File: src/sqf_pkg.sv
// Shared types and constants for the sample queue status flag logic
package sqf_pkg;
  // Status word layout, high bit first
  typedef struct packed {
    logic [1:0] rsvd;
    logic read_err;
    logic above;
    logic below;
    logic overrun;
    logic watermark;
    logic empty;
  } sqf_status_t;

  // Limit value register, upper limit in the high field
  typedef struct packed {
    logic [11:0] upper;
    logic [11:0] lower;
  } sqf_limits_t;

  typedef enum logic {
    QM_WATERMARK,
    QM_STREAM
  } sqf_mode_t;

  localparam int unsigned LIMIT_W = 12;
  localparam int unsigned FLAG_N = 6;
  localparam int unsigned STATUS_EMPTY_BIT = 0;
  localparam int unsigned STATUS_WMARK_BIT = 1;
  localparam int unsigned STATUS_OVERRUN_BIT = 2;
  localparam int unsigned STATUS_BELOW_BIT = 3;
  localparam int unsigned STATUS_ABOVE_BIT = 4;
  localparam int unsigned STATUS_RDERR_BIT = 5;
  localparam logic [7:0] STATUS_RESET = 8'h01;
  localparam logic [11:0] UPPER_LIMIT_RESET = 12'hFFF;
  localparam logic [11:0] LOWER_LIMIT_RESET = 12'h000;
  localparam logic [23:0] LIMITS_RESET = {UPPER_LIMIT_RESET, LOWER_LIMIT_RESET};
endpackage : sqf_pkg

File: src/sqf_queue_flags.sv
// Occupancy tracking and status flags for the conversion-result queue
`timescale 1ns/100ps
`default_nettype none
module sqf_queue_flags #(
  parameter int unsigned DEPTH = 256,
  parameter int unsigned CHANNELS = 16,
  parameter int unsigned DATA_W = 16,
  parameter int unsigned CNT_W = $clog2(DEPTH + 1)
) (
  input wire logic I_REF_CLK,
  input wire logic I_NRST,
  input wire logic I_QUEUE_EN,
  input wire sqf_pkg::sqf_mode_t I_QUEUE_MODE,
  input wire logic [CNT_W-1:0] I_WATERMARK,
  input wire logic I_CLEAR,
  input wire logic [CHANNELS-1:0] I_CHAN_LIMIT_EN,
  input wire logic I_LIMIT_WR,
  input wire sqf_pkg::sqf_limits_t I_LIMIT_WDATA,
  input wire logic I_WR_VALID,
  input wire logic [DATA_W-1:0] I_WR_DATA,
  input wire logic [$clog2(CHANNELS)-1:0] I_WR_CHAN,
  input wire logic I_RD_REQ,
  output sqf_pkg::sqf_status_t O_STATUS,
  output logic [sqf_pkg::FLAG_N-1:0] O_FLAG_IRQ,
  output sqf_pkg::sqf_limits_t O_LIMITS,
  output logic [CNT_W-1:0] O_COUNT,
  output logic O_WR_STORED,
  output logic O_WR_DISCARD,
  output logic O_DROP_OLDEST,
  output logic O_RD_GRANT,
  output logic O_RD_REFUSED
);
  import sqf_pkg::*;

  localparam logic [CNT_W-1:0] DEPTH_C = CNT_W'(DEPTH);
  localparam logic [CNT_W-1:0] ONE_C = CNT_W'(1);

  sqf_status_t status_q, status_d;
  sqf_limits_t limits_q;
  logic [CNT_W-1:0] cnt_q, cnt_d;
  logic [FLAG_N-1:0] irq_q;
  logic wr, rd, full, rd_ok, coll, discard, drop, store, flush;
  logic [LIMIT_W-1:0] sample;
  logic limit_chk;

  // Event decode; a disabled queue ignores both sides
  always_comb begin
    wr = I_QUEUE_EN & I_WR_VALID & ~I_CLEAR;
    rd = I_QUEUE_EN & I_RD_REQ & ~I_CLEAR;
    flush = ~I_QUEUE_EN | I_CLEAR;
    full = (cnt_q == DEPTH_C);
    coll = rd & wr;
    rd_ok = rd & ~wr & (cnt_q != '0);
    discard = wr & full & (I_QUEUE_MODE == QM_WATERMARK);
    drop = wr & full & (I_QUEUE_MODE == QM_STREAM);
    store = wr & ~discard;
    sample = I_WR_DATA[DATA_W-1 -: LIMIT_W];
    limit_chk = store & I_CHAN_LIMIT_EN[I_WR_CHAN];
  end

  // Next occupancy; a stream-mode overwrite keeps the count at full
  always_comb begin
    cnt_d = cnt_q;
    if (flush) begin
      cnt_d = '0;
    end else if (store && !full) begin
      cnt_d = cnt_q + ONE_C;
    end else if (rd_ok) begin
      cnt_d = cnt_q - ONE_C;
    end
  end

  // Next flags; sets are applied after the empty clear so a set wins
  always_comb begin
    status_d = status_q;
    status_d.rsvd = 2'b00;
    status_d.empty = (cnt_d == '0);
    status_d.watermark = (cnt_d >= I_WATERMARK);
    if (cnt_d == '0) begin
      status_d.below = 1'b0;
      status_d.above = 1'b0;
      status_d.overrun = 1'b0;
      status_d.read_err = 1'b0;
    end
    if (rd_ok) begin
      status_d.read_err = 1'b0;
    end
    if (discard || drop) begin
      status_d.overrun = 1'b1;
    end
    if (limit_chk && sample <= limits_q.lower) begin
      status_d.below = 1'b1;
    end
    if (limit_chk && sample >= limits_q.upper) begin
      status_d.above = 1'b1;
    end
    if (coll) begin
      status_d.read_err = 1'b1;
    end
  end

  // Status and occupancy registers, moved by queue events and, for the watermark flag, by I_WATERMARK
  always_ff @(posedge I_REF_CLK or negedge I_NRST) begin
    if (!I_NRST) begin
      status_q <= sqf_status_t'(STATUS_RESET);
      cnt_q <= '0;
    end else begin
      status_q <= status_d;
      cnt_q <= cnt_d;
    end
  end

  // Limit values; meant to be static while results are queued
  always_ff @(posedge I_REF_CLK or negedge I_NRST) begin
    if (!I_NRST) begin
      limits_q <= sqf_limits_t'(LIMITS_RESET);
    end else if (I_LIMIT_WR) begin
      limits_q <= I_LIMIT_WDATA;
    end
  end

  // Interrupt lines copy next flags so they stand in step with the word
  generate
    for (genvar g = 0; g < FLAG_N; g++) begin : g_irq
      always_ff @(posedge I_REF_CLK or negedge I_NRST) begin
        if (!I_NRST) begin
          irq_q[g] <= STATUS_RESET[g];
        end else begin
          irq_q[g] <= status_d[g];
        end
      end
    end
  endgenerate

  // One-cycle event strobes for the storage and read side
  always_ff @(posedge I_REF_CLK or negedge I_NRST) begin
    if (!I_NRST) begin
      O_WR_STORED <= 1'b0;
      O_WR_DISCARD <= 1'b0;
      O_DROP_OLDEST <= 1'b0;
      O_RD_GRANT <= 1'b0;
      O_RD_REFUSED <= 1'b0;
    end else begin
      O_WR_STORED <= store;
      O_WR_DISCARD <= discard;
      O_DROP_OLDEST <= drop;
      O_RD_GRANT <= rd_ok;
      O_RD_REFUSED <= coll;
    end
  end

  assign O_STATUS = status_q;
  assign O_FLAG_IRQ = irq_q;
  assign O_LIMITS = limits_q;
  assign O_COUNT = cnt_q;
endmodule : sqf_queue_flags
`default_nettype wire

File: config.mk
export PLATFORM = sky130hd
export DESIGN_NAME = sqf_queue_flags
export DESIGN_NICKNAME = d
export VERILOG_FILES = /design/src/sqf_pkg.sv /design/src/sqf_queue_flags.sv
export SDC_FILE = /design/constraint.sdc
export NUM_CORES = 1
export LEC_CHECK = 0
export BUFFER_PORTS_ARGS = -buffer_cell sky130_fd_sc_hd__buf_2
export CORE_MARGIN = 1
export CORE_UTILIZATION = 51
export CTS_BUF_LIST = sky130_fd_sc_hd__clkbuf_16
export DETAILED_ROUTE_END_ITERATION = 10
export MAX_ROUTING_LAYER = met4
export PLACE_DENSITY = 0.95
export SLEW_MARGIN = 20
export SYNTH_ARGS = -nofsm -noshare
export SYNTH_HDL_FRONTEND = slang
export SYNTH_SLANG_ARGS = --single-unit
File: constraint.sdc
create_clock -name I_REF_CLK -period 6.4 [get_ports I_REF_CLK]
set_input_delay 0.64 -clock I_REF_CLK [delete_from_list [all_inputs] [get_ports I_REF_CLK]]
set_output_delay 0.64 -clock I_REF_CLK [all_outputs]
set_load 0.01 [all_outputs]
# Word level (Yosys, flattened, before mapping)
# Index checks and enable logic that the tools add are counted.
# word_totals
ff_bits	44
input_bits	77
output_inout_bits	52
elab_cells	61
# op_classes
addsub	2
n_lt_le_gt_ge	4
n_eq_ne	1
muxes	11
bitwise	18
reduce_logical	11
# ops
cell	n
9-bit 2-to-1 mux	3
1-bit bitwise AND	12
12-bit greater-or-equal comparator	1
12-bit less-or-equal comparator	1
9-bit by 1-bit adder with 9-bit output (second input constant)	1
9-bit equality test (second input constant)	1
9-bit greater-or-equal comparator	1
9-bit logical NOT	1
9-bit nonzero test	1
9-bit by 1-bit subtractor with 9-bit output (second input constant)	1
1-bit 2-to-1 mux	6
2-bit nonzero test	3
4-bit by 5-bit < comparator with 1-bit output (second input constant)	1
1-bit NOT	5
1-bit binary-select mux with 4-bit select	1
4-bit 2-to-1 mux	1
1-bit logical AND	3
3-bit nonzero test	1
1-bit logical NOT	1
1-bit logical OR	1
1-bit OR	1

# Logic depth before layout (Yosys ltp)
# Gate-level depths: netlist of run 1.
# logic_depth
word_depth	13
mapped_depth	16
ltp_nobuf	16

# Least setup slack after synthesis of run 1
# No wires, ideal clock.
# synth_path
path_type	register -> register
start	reg cnt_q[0] (netlist: O_COUNT[0])
end	reg irq_q[1] (netlist: O_FLAG_IRQ[1])
setup_ns	0.129
t_arrival_ns	3.197
required_time_ns	6.271
slack_ns	3.073
path_stages_with_launch	16
n_path_buf	0
synth_period_minus_slack_ns	3.327
cell_sequence	dfrtp_1 inv_1 ha_1 or4b_4 o31ai_4 inv_2 o31ai_1 inv_1 ha_1 nand2b_1 a21o_1 a21oi_1 nor2b_1 o21ai_0 a21oi_1 o41a_1
# synth_rtl
element	line	source
from (decl)	sqf_queue_flags.sv:40	logic [CNT_W-1:0] cnt_q, cnt_d;
from (signal assigned)	sqf_queue_flags.sv:109	cnt_q <= cnt_d;
to (signal, indexed assignment)	sqf_queue_flags.sv:127	irq_q[g] <= STATUS_RESET[g];
to (signal, indexed assignment)	sqf_queue_flags.sv:129	irq_q[g] <= status_d[g];
to (decl)	sqf_queue_flags.sv:41	logic [FLAG_N-1:0] irq_q;

==> impl_metrics.env, run 1 <==
export IMPL_fillers=420
export IMPL_fin_tns_setup_ns=0
export IMPL_synth_area_leaders="dfrtp_1 (27%), ha_1 (16%), dfstp_2 (12%)"
export IMPL_yosys_warnings=0
export IMPL_yosys_most_used_dff="dfrtp_1"
export IMPL_cp_arrival_ns=3.88
export IMPL_whs_ns=0.5199
export IMPL_route_antenna_remaining_nets=0
export IMPL_ys_ff_latch=44
export IMPL_cts_buffer_depth=2
export IMPL_crit_fanout=8
export IMPL_h_tree_depth=2
export IMPL_worst_setup_path_type="reg2reg"
export IMPL_startpoint_type="flop"
export IMPL_cp_num_buf_inv=3
export IMPL_antenna_cells=0
export IMPL_synth_cell_types=51
export IMPL_slew_violations=0
export IMPL_ys_seq_area_frac=0.3891
export IMPL_rows=26
export IMPL_finalCriticalPeriod_ns=3.724
export IMPL_leakage_nw=1.977
export IMPL_fp_dieW_um=77.04
export IMPL_area_growth_pct=26.06
export IMPL_timing_rr_end="O_FLAG_IRQ[1]"
export IMPL_antenna_found_initial=0
export IMPL_synthTopCellsByCount="inv_1 (37), ha_1 (36), nand2_1 (34)"
export IMPL_die_area_um2=5934
export IMPL_ir_worst_vdd_mv=0.1539
export IMPL_first_iter_violations=117
export IMPL_cts_tree="built"
export IMPL_switchingPower_w=0.0001992
export IMPL_core_um2=5270
export IMPL_grt_usage=0.2390
export IMPL_place_hpwl_um=5396
export IMPL_fin_nets=524
export IMPL_skew_ns=0.002494
export IMPL_post_cts_setup_buffers=0
export IMPL_cts_sinks=44
export IMPL_worst_pin_slew_ns=0.9856
export IMPL_ys_async_sr_fraction=1.000
export IMPL_fp_dieH_um=77.04
export IMPL_wl_per_cell_um=14.01
export IMPL_synth_most_common_cell="inv_1"
export IMPL_drc=0
export IMPL_clk_pin_slew_ns=0.06
export IMPL_required_ns=6.56
export IMPL_vias=2624
export IMPL_final_cell_count_no_fill=482
export IMPL_cp_end_kind="flop"
export IMPL_multi_input_area_um2=1518
export IMPL_setup_viol=0
export IMPL_cts_hold_buf=0
export IMPL_grt_pass1_vias=2554
export IMPL_powerDensity_nw_per_um2=197.9
export IMPL_vias_per_cell=5.444
export IMPL_maxCapViolCount=0
export IMPL_r2r_slack_ns=2.68
export IMPL_io_pins=129
export IMPL_start_util=0.5449
export IMPL_yosys_area_top_type="dfrtp_1"
export IMPL_first_pass_iters=5
export IMPL_slowest_stage="or4b_4"
export IMPL_grt_max_degree=47
export IMPL_internal_power_w=0.0005171
export IMPL_max_freq_mhz=268.5
export IMPL_port_buffers=122
export IMPL_cts_buffers=5
export IMPL_syn_inst=297
export IMPL_r2r_start="O_COUNT[0]"
export IMPL_post_route_period_util=0.5819
export IMPL_cp_top_family="compound AO/OA/AOI/OAI gates"
export IMPL_outcome="completed"
export IMPL_hold_viol=0
export IMPL_regArea_um2=1117
export IMPL_power_frac_clock=0.344
export IMPL_cts_root_buf="clkbuf_16"
export IMPL_netlist_area_um2=2872
export IMPL_clk_insertion_delay_late_ns=0.28
export IMPL_dp_cells=474
export IMPL_globalplace_congestion=0.8599
export IMPL_pwr_share_comb=0.220
export IMPL_sw_frac_of_total=0.2781
export IMPL_wl_um=6753
export IMPL_avgSynthCellArea_um2=9.668
export IMPL_slowest_delay_ns=0.49
export IMPL_rsz0062_at_grt="false"
export IMPL_grt_pass1_wl_um=11070
export IMPL_hold_class="in2async"
export IMPL_grt_overflow_total=0
export IMPL_synth_edf_count=0
export IMPL_drive_above_1_share=0.3859
export IMPL_cts_resized=0
export IMPL_synth_top_area_frac=0.2702
export IMPL_reg2reg_depth=15
export IMPL_worstPathCellList="inv_1 > ha_1 > or4b_4 > o31ai_4 > inv_2 > o31ai_1 > inv_1 > ha_1 > nand2b_1 > a21o_1 > a21oi_1 > nor2b_1 > o21ai_0 > a21oi_1 > o41a_1"
export IMPL_p_seq_frac=0.436
export IMPL_relSlewSlack=0.3430
## registers in the layout, indices dropped and copies added, names as in the netlist
name,cells
O_FLAG_IRQ,6
O_DROP_OLDEST,1
O_WR_STORED,1
O_RD_GRANT,1
O_RD_REFUSED,1
O_COUNT,9
O_WR_DISCARD,1
O_LIMITS,24
## cell usage in the layout (no fill, tap or decap), drive strengths merged, types with 2 or more instances in the layout
master / netlist / routed
clkinv: 0 / 3
mux2i: 3 / 3
dfstp: 13 / 13
nand2b: 2 / 2
nor2: 13 / 13
o21ai: 31 / 31
xor2: 3 / 3
a41oi: 2 / 2
o31ai: 4 / 4
a21o: 3 / 3
and3: 5 / 5
mux4: 5 / 5
nand4: 5 / 5
conb: 1 / 2
nor3: 3 / 3
and2: 6 / 6
clkbuf: 7 / 5
a21oi: 8 / 8
buf: 9 / 122
inv: 38 / 38
nand3: 2 / 2
a211oi: 3 / 3
o22ai: 2 / 2
nor2b: 4 / 4
mux2: 3 / 3
dfrtp: 31 / 31
ha: 36 / 36
o2111ai: 2 / 2
xnor2: 2 / 2
nand2: 34 / 34
## cell families (layout without fill, tap and decap cells)
logic type | Yosys count | after routing | share of synthesized area
and+or+nand+nor | 80 | 80 | 0.1381
DFF | 44 | 44 | 0.3891
buffers and inverters | 54 | 168 | 0.08366
adders and majority gates | 36 | 36 | 0.1569
xor gates and xnor gates | 5 | 5 | 0.01525
AOI/OAI and AO/OA | 66 | 66 | 0.1543
muxes | 11 | 11 | 0.06144
other | 1 | 2 | 0.001306
## how the worst max path moves through the flow
| stage | start | to | slack [ns] | depth (start not counted) |
|---|---|---|---|---|
| floorplan | O_COUNT[0] | O_FLAG_IRQ[1] | 3.07 | 15 |
| global placement | O_COUNT[0] | O_FLAG_IRQ[1] | 2.81 | 15 |
| detailed placement | O_COUNT[0] | O_FLAG_IRQ[1] | 2.71 | 15 |
| CTS | O_COUNT[0] | O_FLAG_IRQ[1] | 2.71 | 15 |
| global route | O_COUNT[0] | O_FLAG_IRQ[1] | 2.41 | 15 |
| finish | O_COUNT[0] | O_FLAG_IRQ[1] | 2.68 | 15 |
## per-layer routing
metal,vias up,track usage,wire [um]
li1,1260,-,-
met1,1209,0.2713,2824
met2,139,0.4286,3269
met3,16,0.03929,504
met4,0,0.07547,155
met5,-,-,0
## final cells by class
type                            count  share of cell area
Sequential cell                    44              0.3087
Clock inverter                      3            0.005185
Tap cell                           70             0.02420
Timing Repair Buffer              122              0.1687
Clock buffer                        5             0.03457
Multi-Input combinational cell    200              0.4193
Inverter                           38             0.03941
## stage by stage
stage          area (um2)  setup slack (ns)  power (W)    util
3_3_place_gp         3476             2.806  0.0004653  0.6595
6_report             3620             2.676  0.0007163  0.6868
2_1_floorplan        2875             3.073  0.0004094       -
3_5_place_dp         3476             2.711  0.0004740  0.6595
5_1_grt              3620             2.408  0.0007569  0.6868
4_1_cts              3620             2.710  0.0007244  0.6868
## power groups by stage
stage	clock network, W	logic (W)	registers, W
2_1_floorplan	0	0.0000842	0.000325
3_3_place_gp	0	0.000149	0.000316
3_5_place_dp	0	0.000157	0.000317
4_1_cts	0.000254	0.000158	0.000312
5_1_grt	0.000266	0.000176	0.000315
6_report	0.000246	0.000157	0.000313
(Power assumes the default switching activity.)
==> run 2: changes to the inputs <==
--- a/config.mk
+++ b/config.mk
@@ -5,13 +5,14 @@
 export SDC_FILE = /design/constraint.sdc
 export NUM_CORES = 1
 export LEC_CHECK = 0
+export ABC_AREA = 1
 export BUFFER_PORTS_ARGS = -buffer_cell sky130_fd_sc_hd__buf_2
 export CORE_MARGIN = 1
-export CORE_UTILIZATION = 51
+export CORE_UTILIZATION = 50
 export CTS_BUF_LIST = sky130_fd_sc_hd__clkbuf_16
 export DETAILED_ROUTE_END_ITERATION = 10
 export MAX_ROUTING_LAYER = met4
-export PLACE_DENSITY = 0.95
+export PLACE_DENSITY = 0.93
 export SLEW_MARGIN = 20
 export SYNTH_ARGS = -nofsm -noshare
 export SYNTH_HDL_FRONTEND = slang
==> constraint.sdc (replaced) <==
create_clock -name I_REF_CLK -period 3.7 [get_ports I_REF_CLK]
set_input_delay 0.37 -clock I_REF_CLK [delete_from_list [all_inputs] [get_ports I_REF_CLK]]
set_output_delay 0.37 -clock I_REF_CLK [all_outputs]
set_load 0.01 [all_outputs]
==> run 2 against run 1 <==
Effect of this change: the flow now finishes with violations (design-rule violations); maximum frequency rose by 37%; die area rose by 18%; critical endpoint unchanged; synthesized cell count rose by 52%.
==> impl_metrics.env, run 2 <==
export IMPL_cts_root_buf="clkbuf_16"
export IMPL_first_pass_iters=7
export IMPL_cts_buffer_depth=2
export IMPL_hold_viol=0
export IMPL_drc=6
export IMPL_utilization=0.6361
export IMPL_r2r_start="O_COUNT[0]"
export IMPL_synth_top_area_frac=0.2319
export IMPL_fp_dieW_um=83.80
export IMPL_crit_start="O_COUNT[0]"
export IMPL_netlist_area_um2=3346
export IMPL_h_tree_depth=2
export IMPL_first_iter_violations=127
export IMPL_hold_class="in2async"
export IMPL_grt_pass1_wl_um=13770
export IMPL_finalCriticalPeriod_ns=2.721
export IMPL_port_buffers=122
export IMPL_die_area_um2=7022
export IMPL_cts_hold_buf=0
export IMPL_outcome="complete, but fails checks"
export IMPL_grt_usage=0.2473
export IMPL_synth_edf_count=0
export IMPL_start_util=0.5209
export IMPL_synth_area_leaders="dfrtp_1 (23%), nand2_1 (14%), ha_1 (13%)"
export IMPL_rsz0062_at_grt="false"
export IMPL_cts_buffers=5
export IMPL_post_cts_setup_buffers=0
export IMPL_setup_viol=0
export IMPL_yosys_warnings=0
export IMPL_wl_per_cell_um=12.56
export IMPL_clk_pin_slew_ns=0.06
export IMPL_cts_resized=0
export IMPL_io_pins=129
export IMPL_grt_pass1_vias=3276
export IMPL_cp_end_kind="flop"
export IMPL_ys_async_sr_fraction=1.000
export IMPL_ys_ff_latch=44
export IMPL_ys_seq_area_frac=0.3340
export IMPL_antenna_cells=0
export IMPL_globalplace_congestion=0.8880
export IMPL_post_route_period_util=0.7353
export IMPL_area_growth_pct=22.10
export IMPL_worst_setup_path_type="reg2reg"
export IMPL_ir_worst_vdd_mv=0.2415
export IMPL_powerDensity_nw_per_um2=319.2
export IMPL_final_cell_mix="nand2_1 (124), buf_2 (122), inv_1 (64), ha_1 (36), nand3_1 (32)"
export IMPL_slew_violations=0
export IMPL_cts_tree="built"
export IMPL_synth_cell_types=35
export IMPL_drive_above_1_share=0.3062
export IMPL_fin_tns_setup_ns=0
export IMPL_leakage_nw=2.467
export IMPL_grt_max_degree=47
export IMPL_violations="design-rule violations"
export IMPL_fin_nets=677
export IMPL_clk_insertion_delay_late_ns=0.28
export IMPL_wl_um=8065
export IMPL_vias=3262
export IMPL_fp_dieH_um=83.80
export IMPL_place_hpwl_um=6473
export IMPL_skew_ns=0.006475
export IMPL_cp_arrival_ns=2.88
export IMPL_yosys_area_top_type="dfrtp_1"
export IMPL_synthTopCellsByCount="nand2_1 (124), inv_1 (63), ha_1 (36)"
export IMPL_avgSynthCellArea_um2=7.402
export IMPL_maxCapViolCount=0
export IMPL_rows=29
export IMPL_final_common_cell="nand2_1"
export IMPL_timing_rr_end="O_FLAG_IRQ[1]"
export IMPL_core_um2=6422
export IMPL_worst_pin_slew_ns=0.6375
export IMPL_antenna_found_initial=0
export IMPL_r2r_slack_ns=0.98
export IMPL_yosys_most_used_dff="dfrtp_1"
export IMPL_largest_reg_flops=24
export IMPL_max_freq_mhz=367.5
export IMPL_vias_per_cell=5.081
export IMPL_cts_sinks=44
export IMPL_reg2reg_depth=20
export IMPL_syn_inst=452
export IMPL_relSlewSlack=0.5750
export IMPL_route_antenna_remaining_nets=0
export IMPL_required_ns=3.86
export IMPL_grt_overflow_total=0
export IMPL_crit_fanout=11
export IMPL_synth_most_common_cell="nand2_1"
export IMPL_startpoint_type="flop"
==> run 2: cell types whose count changed in the layout (fill, tap and decap cells not counted), moves of 4 or more <==
cell	delta
nand2_2	+7
nor2_1	+10
and2_1	-6
mux4_2	-5
nand2_4	+5
nand3_1	+30
inv_2	+8
nand2_1	+90
clkinv_1	+5
a21oi_1	+16
and3_1	-5
inv_1	+27
nor2b_1	-4
==> run 2: final cells by class <==
class	instances	area, um2
Clock buffer	5	125.1
Timing Repair Buffer	123	638.1
Fill cell	553	2337
Multi-Input combinational cell	314	1808
Tap cell	77	96.34
Clock inverter	3	15.01
Sequential cell	44	1117
Inverter	76	285.3
==> run 2: critical path, cell delays in order, from the launching register on <==
cell      delay [ns]
dfrtp_1         0.44
inv_2           0.16
ha_1            0.21
nand2_4         0.08
nor2_8          0.14
nand2_4         0.10
nand2_4         0.16
nand2_2         0.06
nand2_1         0.05
nand2_1         0.05
nand2_1         0.07
inv_1           0.06
ha_1            0.30
a21oi_1         0.14
o211ai_1        0.10
nand3_1         0.08
nand2_1         0.08
nand3_1         0.08
nand2_1         0.05
a21oi_1         0.12
o21bai_1        0.07
==> run 2: worst max-delay path by stage <==
stage                          endpoint  cells after the start
after floorplan           O_FLAG_IRQ[1]                     21
after global placement    O_FLAG_IRQ[1]                     20
after detailed placement  O_FLAG_IRQ[1]                     20
after CTS                 O_FLAG_IRQ[1]                     20
after global routing      O_FLAG_IRQ[1]                     20
final                     O_FLAG_IRQ[1]                     20
==> run 2: kinds of logic (layout without fill, tap and decap cells) <==
group / after synthesis / after routing / share of synthesized area
other cells: 1 / 2 / 0.001121
simple gates: 208 / 208 / 0.2876
compound gates: 61 / 61 / 0.09611
mux: 2 / 2 / 0.006731
flops: 44 / 44 / 0.3340
buf+inv: 95 / 207 / 0.1268
fa+ha+maj: 36 / 36 / 0.1346
xor+xnor: 5 / 5 / 0.01309
==> run 2: metal layers <==
layer | part of all wire | up-vias | track usage | wire length [um]
li1 | - | 1649 | - | -
met1 | 0.40 | 1508 | 0.2692 | 3245
met2 | 0.54 | 93 | 0.4642 | 4315
met5 | 0 | - | - | 0
met4 | 0.017 | 0 | 0.07837 | 136
met3 | 0.046 | 12 | 0.03165 | 368
==> run 2: metrics by stage <==
stage               instances  area, um2   power, W  hold slack, ns  setup slack [ns]
floorplan                 453       3349  0.0007639         0.07441             1.207
global placement          633       3918  0.0008696          0.4883             1.030
detailed placement        633       3918  0.0008876          0.4903            0.9786
CTS                       641       4058   0.001310          0.2692            0.9619
global route              642       4085   0.001382          0.1004            0.7591
finish                    642       4085   0.001304         0.06292            0.9792
==> run 2: where the power goes <==
group	switching, W	internal, W
Sequential	0.0000235	0.000523
Clock	0.000174	0.000245
Combinational	0.000198	0.000140
